`config.mk`:
```
export PLATFORM = sky130hd
export DESIGN_NAME = quiet_pwm_amplitude_and_status
export DESIGN_NICKNAME = d
export VERILOG_FILES = /design/src/design/quiet_pwm_pkg.sv /design/src/design/amplitude_calc.sv /design/src/design/quiet_pwm_amplitude_and_status.sv
export VERILOG_INCLUDE_DIRS = /design/src /design/src/design
export SDC_FILE = /design/constraint.sdc
export NUM_CORES = 1
export LEC_CHECK = 0
export BUFFER_PORTS_ARGS = -buffer_cell sky130_fd_sc_hd__buf_4
export CORE_MARGIN = 2
export CORE_UTILIZATION = 50
export CTS_CLUSTER_SIZE = 40
export DETAILED_ROUTE_END_ITERATION = 12
export GPL_TIMING_DRIVEN = 0
export PLACE_DENSITY = 0.66
export SYNTH_ARGS = -nofsm -noshare
export SYNTH_HDL_FRONTEND = slang
export SYNTH_SLANG_ARGS = --single-unit
```
`constraint.sdc`:
```
create_clock -name mclk_i -period 41.4 [get_ports mclk_i]
set_input_delay 4.14 -clock mclk_i [delete_from_list [all_inputs] [get_ports mclk_i]]
set_output_delay 4.14 -clock mclk_i [all_outputs]
set_load 0.1 [all_outputs]
```
`src/design/quiet_pwm_defines.svh`:
```
`ifndef QUIET_PWM_DEFINES_SVH
`define QUIET_PWM_DEFINES_SVH

`define STATUS_OFFSET      7'h6f
`define CONFIG_OFFSET      7'h70

`define CFG_LIM_MSB        31
`define CFG_LIM_LSB        28
`define CFG_REG_MSB        27
`define CFG_REG_LSB        24
`define CFG_FREEWHEEL_MSB  21
`define CFG_FREEWHEEL_LSB  20
`define CFG_AUTOGRAD_BIT   19
`define CFG_AUTOSCALE_BIT  18
`define CFG_FREQ_MSB       17
`define CFG_FREQ_LSB       16
`define CFG_GRAD_MSB       15
`define CFG_GRAD_LSB       8
`define CFG_OFS_MSB        7
`define CFG_OFS_LSB        0
`define CFG_WRITE_MASK     32'hff3f_ffff

`define CFG_LIM_RESET      4'hc
`define CFG_REG_RESET      4'h4
`define CFG_FREQ_RESET     2'h1
`define CFG_OFS_RESET      8'h24

`define STS_STANDSTILL_BIT 31
`define STS_QUIET_BIT      30
`define STS_CS_MSB         20
`define STS_CS_LSB         16
`define STS_TEMP_HIGH_BIT  11
`define STS_TEMP_MID_BIT   10

`define PERIOD_CODE_00     11'h400
`define PERIOD_CODE_01     11'h2ab
`define PERIOD_CODE_10     11'h200
`define PERIOD_CODE_11     11'h19a
`define PHASE_STEP         11'h002

`define STANDSTILL_CLOCKS  21'h10_0000
`define LOW_REG_FLOOR      8'h10

`endif

```
`src/design/quiet_pwm_pkg.sv`:
```
package quiet_pwm_pkg;

  typedef struct packed {
    logic [6:0]  addr;
    logic        wr;
    logic [31:0] wdata;
  } reg_req_type;

  typedef struct packed {
    logic [1:0]  step_sync;
    logic        step_prev;
    logic [1:0]  temp_high_sync;
    logic [1:0]  temp_mid_sync;
    logic        otp_loaded;
    logic [31:0] config_word;
    logic [20:0] idle_count;
    logic [20:0] step_interval;
    logic [10:0] phase;
    logic        period_start;
    logic [7:0]  amplitude;
    logic        pwm_level;
    logic [31:0] rdata;
  } state_type;

endpackage

```
`src/design/amplitude_calc.sv`:
```
`timescale 1ns/100ps
`include "quiet_pwm_defines.svh"
module amplitude_calc (
  input  wire logic [7:0]  offset_i,
  input  wire logic [7:0]  gradient_i,
  input  wire logic [4:0]  current_scale_i,
  input  wire logic [20:0] step_interval_i,
  input  wire logic        autoscale_i,
  input  wire logic [7:0]  auto_amplitude_i,
  input  wire logic [7:0]  floor_i,
  output logic      [7:0]  amplitude_o
);

  logic [13:0] scaled_offset;
  logic [20:0] grad_term;
  logic [21:0] feed_forward;

  always_comb begin
    scaled_offset = offset_i * ({1'b0, current_scale_i} + 6'h01);
    // a zero interval means no step seen yet or standstill, so no back-emf term
    if (step_interval_i == 21'h00_0000) begin
      grad_term = 21'h00_0000;
    end else begin
      grad_term = {5'h00, gradient_i, 8'h00} / step_interval_i;
    end
    feed_forward = {13'h0000, scaled_offset[13:5]} + {1'b0, grad_term};
    if (!autoscale_i) begin
      amplitude_o = (feed_forward > 22'h00_00ff) ? 8'hff : feed_forward[7:0];
    end else if (offset_i == 8'h00 && auto_amplitude_i < floor_i) begin
      amplitude_o = floor_i;
    end else begin
      amplitude_o = auto_amplitude_i;
    end
  end

endmodule

```
`src/design/quiet_pwm_amplitude_and_status.sv`:
```
`timescale 1ns/100ps
`include "quiet_pwm_defines.svh"
module quiet_pwm_amplitude_and_status #(
  parameter logic [20:0] STANDSTILL_CLOCKS = `STANDSTILL_CLOCKS,
  parameter logic [7:0]  LOW_REG_FLOOR     = `LOW_REG_FLOOR
) (
  input  wire logic                        mclk_i,
  input  wire logic                        reset_i,
  input  wire quiet_pwm_pkg::reg_req_type  reg_req_i,
  output logic      [31:0]                 reg_rdata_o,
  input  wire logic                        step_pulse_i,
  input  wire logic                        temp_high_flag_i,
  input  wire logic                        temp_mid_flag_i,
  input  wire logic [7:0]                  otp_gradient_i,
  input  wire logic                        quiet_chopper_active_i,
  input  wire logic [4:0]                  current_scale_i,
  input  wire logic [7:0]                  auto_amplitude_i,
  output logic      [7:0]                  amplitude_sum_o,
  output logic                             pwm_o,
  output logic                             pwm_period_start_o,
  output logic                             standstill_o,
  output logic      [1:0]                  freewheel_mode_o,
  output logic                             autoscale_o,
  output logic                             autograd_o,
  output logic      [3:0]                  regulation_gradient_o,
  output logic      [3:0]                  switch_on_limit_o
);

  quiet_pwm_pkg::state_type state_reg;
  quiet_pwm_pkg::state_type state_next;

  logic [7:0]  amplitude_comb;
  logic [10:0] period_len;
  logic [11:0] phase_sum;
  logic        step_edge;
  logic        standstill;
  logic [31:0] status_word;

  // phase length per frequency code, twice the period in clocks; phase advances by two per clock
  function automatic logic [10:0] period_of(input logic [1:0] code);
    logic [10:0] len;
    len = `PERIOD_CODE_00;
    if (code == 2'h1) begin
      len = `PERIOD_CODE_01;
    end else if (code == 2'h2) begin
      len = `PERIOD_CODE_10;
    end else if (code == 2'h3) begin
      len = `PERIOD_CODE_11;
    end
    return len;
  endfunction

  amplitude_calc u_amplitude_calc (
    .offset_i         (state_reg.config_word[`CFG_OFS_MSB:`CFG_OFS_LSB]),
    .gradient_i       (state_reg.config_word[`CFG_GRAD_MSB:`CFG_GRAD_LSB]),
    .current_scale_i  (current_scale_i),
    .step_interval_i  (state_reg.step_interval),
    .autoscale_i      (state_reg.config_word[`CFG_AUTOSCALE_BIT]),
    .auto_amplitude_i (auto_amplitude_i),
    .floor_i          (LOW_REG_FLOOR),
    .amplitude_o      (amplitude_comb)
  );

  always_comb begin
    state_next = state_reg;

    // pins pass two flops; only the second stage is read beyond here
    state_next.step_sync      = {state_reg.step_sync[0], step_pulse_i};
    state_next.temp_high_sync = {state_reg.temp_high_sync[0], temp_high_flag_i};
    state_next.temp_mid_sync  = {state_reg.temp_mid_sync[0], temp_mid_flag_i};
    state_next.step_prev      = state_reg.step_sync[1];
    step_edge = state_reg.step_sync[1] & ~state_reg.step_prev;

    // idle counter saturates so standstill holds until the next step
    if (step_edge) begin
      state_next.idle_count = 21'h00_0000;
    end else if (state_reg.idle_count < STANDSTILL_CLOCKS) begin
      state_next.idle_count = state_reg.idle_count + 21'h00_0001;
    end
    standstill = (state_reg.idle_count >= STANDSTILL_CLOCKS);

    // interval is the idle count plus one at each step; standstill makes the term vanish
    if (step_edge) begin
      state_next.step_interval = state_reg.idle_count + 21'h00_0001;
    end else if (standstill) begin
      state_next.step_interval = 21'h00_0000;
    end

    // fractional divider: phase accumulates 2 per clock modulo the code length
    period_len = period_of(state_reg.config_word[`CFG_FREQ_MSB:`CFG_FREQ_LSB]);
    phase_sum  = {1'b0, state_reg.phase} + {1'b0, `PHASE_STEP};
    if (phase_sum >= {1'b0, period_len}) begin
      state_next.phase        = 11'(phase_sum - {1'b0, period_len});
      // a shorter code chosen mid-period restarts the phase, one wrap only
      if (state_next.phase >= period_len) begin
        state_next.phase = 11'h000;
      end
      state_next.period_start = 1'b1;
    end else begin
      state_next.phase        = phase_sum[10:0];
      state_next.period_start = 1'b0;
    end

    // amplitude only changes at a period boundary to avoid mid-cycle glitches
    if (state_reg.period_start) begin
      state_next.amplitude = amplitude_comb;
    end
    state_next.pwm_level = ({state_reg.phase, 8'h00} <
                            19'(state_reg.amplitude * period_len));

    // one-time gradient is taken once, on the first edge after reset release
    if (!state_reg.otp_loaded) begin
      state_next.otp_loaded = 1'b1;
      state_next.config_word[`CFG_GRAD_MSB:`CFG_GRAD_LSB] = otp_gradient_i;
    end else if (reg_req_i.wr && reg_req_i.addr == `CONFIG_OFFSET) begin
      state_next.config_word = reg_req_i.wdata & `CFG_WRITE_MASK;
    end
    // writes to the status offset fall through with no effect

    status_word = 32'h0000_0000;
    status_word[`STS_STANDSTILL_BIT]      = standstill;
    status_word[`STS_QUIET_BIT]           = quiet_chopper_active_i;
    status_word[`STS_CS_MSB:`STS_CS_LSB]  = current_scale_i;
    status_word[`STS_TEMP_HIGH_BIT]       = state_reg.temp_high_sync[1];
    status_word[`STS_TEMP_MID_BIT]        = state_reg.temp_mid_sync[1];

    if (reg_req_i.addr == `STATUS_OFFSET) begin
      state_next.rdata = status_word;
    end else if (reg_req_i.addr == `CONFIG_OFFSET) begin
      state_next.rdata = state_reg.config_word;
    end else begin
      state_next.rdata = 32'h0000_0000;
    end
  end

  always_ff @(posedge mclk_i or posedge reset_i) begin
    if (reset_i) begin
      state_reg <= '0;
      state_reg.config_word[`CFG_LIM_MSB:`CFG_LIM_LSB] <= `CFG_LIM_RESET;
      state_reg.config_word[`CFG_REG_MSB:`CFG_REG_LSB] <= `CFG_REG_RESET;
      state_reg.config_word[`CFG_AUTOGRAD_BIT]         <= 1'b1;
      state_reg.config_word[`CFG_AUTOSCALE_BIT]        <= 1'b1;
      state_reg.config_word[`CFG_FREQ_MSB:`CFG_FREQ_LSB] <= `CFG_FREQ_RESET;
      state_reg.config_word[`CFG_OFS_MSB:`CFG_OFS_LSB] <= `CFG_OFS_RESET;
    end else begin
      state_reg <= state_next;
    end
  end

  assign reg_rdata_o           = state_reg.rdata;
  assign amplitude_sum_o       = state_reg.amplitude;
  assign pwm_o                 = state_reg.pwm_level;
  assign pwm_period_start_o    = state_reg.period_start;
  assign standstill_o          = (state_reg.idle_count >= STANDSTILL_CLOCKS);
  assign freewheel_mode_o      = state_reg.config_word[`CFG_FREEWHEEL_MSB:`CFG_FREEWHEEL_LSB];
  assign autoscale_o           = state_reg.config_word[`CFG_AUTOSCALE_BIT];
  assign autograd_o            = state_reg.config_word[`CFG_AUTOGRAD_BIT];
  assign regulation_gradient_o = state_reg.config_word[`CFG_REG_MSB:`CFG_REG_LSB];
  assign switch_on_limit_o     = state_reg.config_word[`CFG_LIM_MSB:`CFG_LIM_LSB];

endmodule

```
Word-level counts from Yosys, hierarchy flattened --
Index checks and enable logic that the tools add are counted.
Word-level totals: bits of input ports 67, bits in registers 133, word-level logic and storage cells 61
Operators by class: bitwise logic cells 2, reductions and logical operators 7, divide/modulo/power cells 1, muxes and demuxes 17, add/sub/neg operators 5, $lt $le $gt $ge 7, multiply operators 2, equality and inequality tests 6
Operators with widths (count):
- 2-to-1 mux 21 bit | 5
- 2-to-1 mux 32 bit | 2
- 2-to-1 mux 11 bit | 4
- 2-to-1 mux 8 bit | 4
- adder 9 x 21 -> 22 bit | 1
- greater-than comparator 22 x 8 -> 1 bit (second input constant) | 1
- adder 21 x 1 -> 21 bit (second input constant) | 1
- divider 16 x 21 -> 21 bit | 1
- >= comparator 21 bit (second input constant) | 1
- logical NOT 21 bit | 1
- < comparator 21 bit (second input constant) | 1
- < comparator 19 bit | 1
- multiplier 8 x 11 -> 19 bit | 1
- 2-to-1 mux 16 bit | 1
- == test 7 bit (second input constant) | 2
- multiplier 8 x 14 -> 14 bit | 1
- adder 11 x 2 -> 12 bit (second input constant) | 1
- >= comparator 12 x 11 -> 1 bit | 1
- 2-to-1 mux 12 bit | 1
- >= comparator 11 bit | 1
- subtractor 11 bit | 1
- logical NOT 8 bit | 1
- < comparator 8 x 5 -> 1 bit (second input constant) | 1
- adder 5 x 1 -> 6 bit (second input constant) | 1
- other kinds (8) | 11

Longest topological paths before layout --
Gate-level depths: netlist of run 1.
depth in word-level cells 8, mapped depth 194, depth with buffers taken out 178

By module --
Synthesis of run 1 repeated with hierarchy kept, for this count alone.
Unflattened totals: cells, all modules 3040, area, all modules 24033.0 sq um
Modules (own cells, without submodules):
- amplitude_calc | area an instance 14751.6 sq um, times used 1, cells an instance 2112
- quiet_pwm_amplitude_and_status | area an instance 9281.4 sq um, times used 1, cells an instance 928

Worst setup path after synthesis of run 1 --
OpenSTA, ideal clock, no wires.
kind reg-to-reg, start reg state_reg[53] (netlist bit), end reg state_reg (netlist bit amplitude_sum_o[6]), path slack 1.299 ns, data arrival time 39.959 ns, cell stages (with the launch flop) 183, cell sequence dfrtp_1 clkbuf_1 clkbuf_1 inv_1 clkbuf_1 ha_1 o21a_1 o21ai_0 nor3_1 ha_1 a21oi_1 nand2_1 mux2i_1 nand2b_1 nor2_1 ha_1 a211oi_1 a2bb2oi_1 [147 not listed] o21ai_0 nand3b_1 a211oi_1 o21a_1 a2111o_1 nand2_1 ha_1 inv_1 fa_1 nor2b_1 o31a_1 o31ai_1 a21o_1 o211ai_1 a2111oi_2 a21oi_2 a211oi_1 o221ai_1
Between the ends: word-level cells in the longest chain between the ends 6, elaborated cells between the ends (all ways) 7, those cells by class 1 x add/sub; 1 x div; 1 x order compare; 3 x mux; 1 x reduce/logical
RTL lines:
- start, declared | line quiet_pwm_amplitude_and_status.sv:29 | quiet_pwm_pkg::state_type state_reg;
- start signal, assigned | line quiet_pwm_amplitude_and_status.sv:146 | state_reg <= state_next;
- divider 16 x 21 -> 21 bit or logical NOT 21 bit (tied branches) | line amplitude_calc.sv:24, amplitude_calc.sv:21
- 2-to-1 mux 21 bit (*) | line amplitude_calc.sv:21 | if (step_interval_i == 21'h00_0000) begin
- adder 9 x 21 -> 22 bit (*) | line amplitude_calc.sv:26 | feed_forward = {13'h0000, scaled_offset[13:5]} + {1'b0, grad_term};
- greater-than comparator 22 x 8 -> 1 bit | line amplitude_calc.sv:28 | amplitude_o = (feed_forward > 22'h00_00ff) ? 8'hff : feed_forward[7:0];
- 2-to-1 mux 8 bit (*) | line amplitude_calc.sv:28
- 2-to-1 mux 8 bit (*) | line amplitude_calc.sv:27 | if (!autoscale_i) begin
Every way passes the cells marked *; elsewhere a longest branch is shown, timed or not. A chain may end at the register's enable or synchronous reset.

Worst setup path in the final report of run 1 --
start reg state_reg[53] (netlist bit), end reg state_reg (netlist bit amplitude_sum_o[1])
The elaborated chain is that of the path after synthesis.

==> impl_metrics.py, run 1 <==
metrics = {
    "worst_setup_path": {
        "startpoint_type": "flip-flop",
        "critPathSlowestCell": "or4_4",
        "startpoint": "state_reg[53]$_DFFE_PP0P_",
        "cpMostUsedCell": "ha_1",
        "r2r_end": "amplitude_sum_o[1]$_DFFE_PP0P_",
        "max_stage_delay_ps": 580,
        "crit_type": "reg -> reg",
        "rr_worst_depth": 176,
        "worstPathArrival_ps": 40620,
        "cp-end-kind": "flip-flop",
        "crit_fanout": 11,
        "ff2ff_setup_slack_ps": 1080,
        "reg2reg_from": "state_reg[53]$_DFFE_PP0P_",
        "cp.required_ps": 41690,
    },
    "floorplanning": {
        "die_area_um2": 50600,
        "io_pins": 122,
        "initial_core_util_pct": 50.9,
        "design.core.area_um2": 47900,
        "fp.dieW_um": 225,
        "rows": 80,
        "dieHeight_um": 225,
    },
    "synthesis": {
        "synth_edf_count": 0,
        "synth_mux_area_share_pct": 3.07,
        "synthTopCellsByArea": "ha_1 17%, dfrtp_1 13%, fa_1 5.3%",
        "synth_top_family_by_area": "compound AO/OA/AOI/OAI gates",
        "yosysUniqueCellTypes": 101,
        "synth_flop_cell": "dfrtp_1",
        "yosysTopAreaCellShare_pct": 17.4,
        "ys_warn_count": 0,
        "syn_area_per_cell_um2": 7.78,
        "synthCells": 3137,
        "synth_compound_area_share_pct": 25.1,
        "postSynth.asyncResetShare_pct": 100,
        "synthAdderAreaFrac_pct": 22.7,
        "yosysSeqAreaShare_pct": 13.5,
        "synth_simple_gate_area_share_pct": 22.3,
        "synth_area_leader_cell": "ha_1",
        "synth_xor_area_share_pct": 7.29,
        "ys_ff_latch": 131,
        "netlist_area_um2": 24400,
    },
    "final_layout": {
        "final_util_pct": 61.1,
        "diodes": 0,
        "drive_gt1_share_pct": 20.4,
        "stdcell_area_um2": 29300,
        "syn_to_final_growth_pct": 20.0,
        "largest_reg_flops": 75,
        "multi_input_area_um2": 21100,
        "fillCellCount": 4316,
        "regArea_um2": 3290,
        "nets": 3864,
    },
    "placement": {
        "dp_hpwl_um": 66100,
        "pre_cts_slack_ps": -11980,
        "dpl-instance-area_um2": 26100,
        "io_buffers": 117,
        "place.gp.congestion": 0.980,
    },
    "min_path": {
        "worstHoldEndpoint": "state_next[132]$_DFF_PP0_",
        "hold_path_class": "reg -> reg",
        "whs_path_depth": 0,
        "hold_start": "state_next[134]$_DFF_PP0_",
    },
    "global_route": {
        "grt_start_max_net_pins": 67,
        "grt_pass1_vias": 24400,
        "track_usage_pct": 33.6,
        "antenna_found_initial": 0,
        "grt_pass1_wl_um": 134000,
        "grt.overflow.total": 0,
    },
    "timing": {
        "fin_crit_sh_pct": 97.4,
        "tightestPinTransition_ps": 1510,
        "fmax_mhz": 24.8,
        "hold_viol": 0,
        "finalClockSkew_ps": 12.9,
        "setup_viol": 0,
        "max-slew-margin-rel_pct": -0.959,
        "min_period_ps": 40320,
        "whs_ps": 362,
        "worst_slack_ps": 1080,
        "maxSlewViolCount": 21,
    },
    "clock_network": {
        "cts_buffers": 17,
        "cts.sink_count": 131,
        "cts_root_buffer": "clkbuf_16",
        "htree_levels": 4,
        "clk_pin_slew_ps": 60,
        "clk_path_buf_depth": 2,
        "cts_tree": "yes",
        "worstSkewPairLatency_ps": 450,
        "cts_hold_buf": 0,
    },
    "run_status": {
        "status": "finished, violations left",
        "violations": "capacitance limit, slew limit",
    },
    "route": {
        "num_vias": 25500,
        "detail_route.iter0.violations": 2445,
        "wire_per_inst_um": 21.8,
        "routed_wl_um": 87600,
        "vias_per_cell": 6.35,
        "drtPass1Iterations": 6,
        "ant_nets": 0,
        "route.detailed.drc": 0,
    },
    "run": {
        "maxCapViolations": 2,
    },
}
cells in the mapped netlist (all sizes together), types with 41 or more instances:
cell type  number
o21a           71
ha            339
and2           54
a211oi         41
nand2         271
nand3          92
xnor2         120
buf            77
nor2          268
o21ai         163
xor2           83
nor3           93
clkbuf         63
a21oi         220
or3            55
fa             65
dfrtp         123
inv           196
a21o           62
area by class of cell:
cell class                      instances  share of cell area [%]
Buffer                                136                    3.32
Clock buffer                           19                    1.48
Clock inverter                         13                   0.598
Inverter                              197                    2.57
Multi-Input combinational cell       2675                    72.0
Sequential cell                       131                    11.2
Tap cell                              615                    2.63
Timing Repair Buffer                  234                    6.18
Timing Repair inverter                  1                  0.0171
cell families after synthesis:
family,after synthesis
other,2
adder cells (fa/ha/maj),404
AO/OA/AOI/OAI,901
flip-flops,131
AND/OR/NAND/NOR,1089
buffers and inverters,337
XOR/XNOR,203
multiplexers,70
worst max-delay path, delay by kind of cell, from the launching register on:
kind	cells	cell delay, ps
muxes	6	1880
buffers and inverters	27	4280
DFF	1	570
xor gates and xnor gates	1	130
AOI/OAI and AO/OA	82	18860
adders and majority gates	22	6300
and+or+nand+nor	38	7980
per-layer routing:
metal / vias up / part of all wire (%) / routed length (µm) / track usage [%]
met5: - / 0 / 0 / 0
met4: 0 / 3.8 / 3290 / 12.7
met3: 200 / 8.5 / 7460 / 6.95
met2: 1107 / 45 / 39000 / 53.7
met1: 12300 / 43 / 37800 / 44.7
li1: 12000 / - / - / -
through the flow:
step	setup TNS, ps	instances
CTS	0	3958
detailed placement	-95100	3876
finish	0	4021
floorplan	0	3143
global placement	-93690	3875
global route	-1460	4021
repair_timing:
action / 4_1_cts / 5_1_grt
setup endpoints to repair: 8 / 8
gates cloned: 1 / 1
pin swaps: 45 / 67
resized for setup: 225 / 194
setup buffers: 50 / 63
worst max path at each step:
stage | to | slack, ps | cells past startpoint
2_1_floorplan | amplitude_sum_o[6]$_DFFE_PP0P_ | 1300 | 182
3_3_place_gp | amplitude_sum_o[6]$_DFFE_PP0P_ | -11820 | 181
3_5_place_dp | amplitude_sum_o[4]$_DFFE_PP0P_ | -11980 | 182
4_1_cts | amplitude_sum_o[1]$_DFFE_PP0P_ | 10 | 182
5_1_grt | amplitude_sum_o[1]$_DFFE_PP0P_ | -220 | 183
6_report | amplitude_sum_o[1]$_DFFE_PP0P_ | 1080 | 176
cells in the final DEF (no fill, tap or decap), drive strengths merged, types with 32 or more instances in the layout:
cell    instances
ha            339
buf           322
nand2         271
nor2          268
a21oi         220
inv           198
o21ai         163
dfrtp         123
xnor2         120
nor3           93
nand3          92
xor2           83
o21a           71
clkbuf         67
fa             65
a21o           62
or3            55
and2           54
a211oi         41
nor2b          39
and3           39
a31oi          39
mux2           38
o211ai         38
nand2b         38
nand4          33
mux2i          32
Power of run 1 is left out: the tool's default activity adds up to more than one toggle a clock period on the data nets, which glitch-free logic cannot reach.
==> run 2: changes to the inputs <==
--- a/config.mk
+++ b/config.mk
@@ -8,9 +8,10 @@
 export LEC_CHECK = 0
 export BUFFER_PORTS_ARGS = -buffer_cell sky130_fd_sc_hd__buf_4
-export CORE_MARGIN = 2
+export CORE_MARGIN = 1.5
 export CORE_UTILIZATION = 50
 export CTS_CLUSTER_SIZE = 40
 export DETAILED_ROUTE_END_ITERATION = 12
 export GPL_TIMING_DRIVEN = 0
+export HOLD_SLACK_MARGIN = 0.05
 export PLACE_DENSITY = 0.66
 export SYNTH_ARGS = -nofsm -noshare
==> constraint.sdc (replaced) <==
create_clock -name mclk_i -period 41.4 [get_ports mclk_i]
set_input_delay 6.21 -clock mclk_i [delete_from_list [all_inputs] [get_ports mclk_i]]
set_output_delay 6.21 -clock mclk_i [all_outputs]
set_load 0.1 [all_outputs]
==> run 2 against run 1 <==
  * The run now ends clean
  * Final cell count about the same
  * Critical path depth grew 3
  * Core utilization rose by 0.10 points
  * Cell area up 0.17%
  * Critical path type unchanged
  * Critical endpoint unchanged
  * Largest cell class unchanged
  * Highest routed layer is now met5
==> impl_metrics.py, run 2 (synthesis gave the netlist of run 1 again) <==
metrics = {
    "run_status": {
        "status": "finished clean",
    },
    "placement": {
        "io_buffers": 117,
        "dp_hpwl_um": 68200,
        "place.gp.congestion": 0.985,
        "pre_cts_slack_ps": -12620,
    },
    "timing": {
        "min_period_ps": 40130,
        "setup_viol": 0,
        "worst_slack_ps": 1270,
        "finalClockSkew_ps": 16.3,
        "fmax_mhz": 24.9,
        "tightestPinTransition_ps": 1450,
        "whs_ps": 352,
        "max-slew-margin-rel_pct": 3.27,
        "maxSlewViolCount": 0,
        "fin_crit_sh_pct": 96.9,
        "hold_viol": 0,
    },
    "global_route": {
        "grt_pass1_vias": 24400,
        "grt.overflow.total": 0,
        "antenna_found_initial": 1,
        "track_usage_pct": 34.8,
        "grt_start_max_net_pins": 77,
        "grt_pass1_wl_um": 136000,
    },
    "floorplanning": {
        "dieHeight_um": 224,
        "io_pins": 122,
        "fp.dieW_um": 224,
        "design.core.area_um2": 47900,
        "rows": 80,
        "initial_core_util_pct": 50.9,
        "die_area_um2": 50100,
    },
    "worst_setup_path": {
        "worstPathArrival_ps": 40430,
        "crit_family": "compound AO/OA/AOI/OAI gates",
        "critPathSlowestCell": "or4_4",
        "rr_worst_depth": 179,
        "reg2reg_from": "state_reg[53]$_DFFE_PP0P_",
        "crit_type": "reg -> reg",
        "r2r_end": "amplitude_sum_o[1]$_DFFE_PP0P_",
        "crit_buf_inv": 27,
        "startpoint_type": "flip-flop",
        "startpoint": "state_reg[53]$_DFFE_PP0P_",
        "max_stage_delay_ps": 590,
        "cpMostUsedCell": "ha_1",
        "cp-end-kind": "flip-flop",
        "cp.required_ps": 41700,
        "crit_fanout": 22,
        "ff2ff_setup_slack_ps": 1270,
    },
    "final_layout": {
        "layout_commonest_cell": "ha_1",
        "syn_to_final_growth_pct": 20.2,
        "nets": 3868,
        "final_util_pct": 61.2,
        "drive_gt1_share_pct": 20.2,
        "fillCellCount": 4403,
        "largest_reg_flops": 75,
        "diodes": 0,
        "final_cell_mix": "319 x ha_1, 289 x buf_4, 259 x nand2_1",
    },
    "clock_network": {
        "worstSkewPairLatency_ps": 450,
        "cts_hold_buf": 0,
        "htree_levels": 4,
        "cts_buffers": 17,
        "cts_tree": "yes",
        "cts.sink_count": 131,
        "cts_root_buffer": "clkbuf_16",
        "clk_pin_slew_ps": 70,
        "clk_path_buf_depth": 2,
    },
    "min_path": {
        "hold_start": "state_next[129]$_DFF_PP0_",
        "hold_path_class": "reg -> reg",
        "whs_path_depth": 0,
        "worstHoldEndpoint": "state_reg[129]$_DFF_PP0_",
    },
    "route": {
        "drtPass1Iterations": 8,
        "num_vias": 25400,
        "detail_route.iter0.violations": 2421,
        "route.detailed.drc": 0,
        "wire_per_inst_um": 22.1,
        "vias_per_cell": 6.31,
        "routed_wl_um": 88800,
        "ant_nets": 0,
    },
    "run": {
        "maxCapViolations": 0,
    },
}
## run 2: cell types whose count changed in the layout (fill, tap and decap cells not counted), sizes merged
cell and change:
clkbuf +8, buf -5, inv +5, clkinv -3
clkinvlp -1
## run 2: what timing repair did
item | in CTS | in global routing
gates resized for setup | 236 | 164
pin swaps | 38 | 71
endpoints found under the setup margin | 8 | 8
gates cloned | 1 | 0
buffers inserted | 48 | 70
## run 2: area by class of cell
| type | instances | area [µm²] | area share (%) |
|---|---|---|---|
| Sequential cell | 131 | 3290 | 11.2 |
| Timing Repair Buffer | 236 | 1820 | 6.20 |
| Tap cell | 615 | 769 | 2.62 |
| Multi-Input combinational cell | 2675 | 21100 | 71.8 |
| Clock inverter | 14 | 190 | 0.648 |
| Buffer | 138 | 1010 | 3.45 |
| Inverter | 197 | 752 | 2.56 |
| Timing Repair inverter | 1 | 5.00 | 0.0171 |
| Clock buffer | 18 | 429 | 1.46 |
## run 2: how the worst max path moves through the flow
stage / cells after the start / slack, ps / end
after floorplan: 182 / 1300 / amplitude_sum_o[6]$_DFFE_PP0P_
after global placement: 182 / -12480 / amplitude_sum_o[4]$_DFFE_PP0P_
after detailed placement: 182 / -12620 / amplitude_sum_o[7]$_DFFE_PP0P_
after CTS: 184 / 4 / amplitude_sum_o[1]$_DFFE_PP0P_
after global routing: 181 / -160 / amplitude_sum_o[1]$_DFFE_PP0P_
final: 179 / 1270 / amplitude_sum_o[1]$_DFFE_PP0P_
## run 2: per-layer routing
layer	global-route usage (%)	part of all wire, %
met5	0	0.020
met4	12.2	3.7
met3	6.01	8.0
met2	53.5	43
met1	49.0	45
## run 2: through the flow
step | TNS, ps | instances | instance area [µm²]
final | 0 | 4025 | 29300
after global routing | -810 | 4025 | 29300
after CTS | 0 | 3956 | 28100
after detailed placement | -100450 | 3876 | 26100
after global placement | -99070 | 3875 | 26100
after floorplan | 0 | 3143 | 24400
Power of run 2 is left out for the same reason.
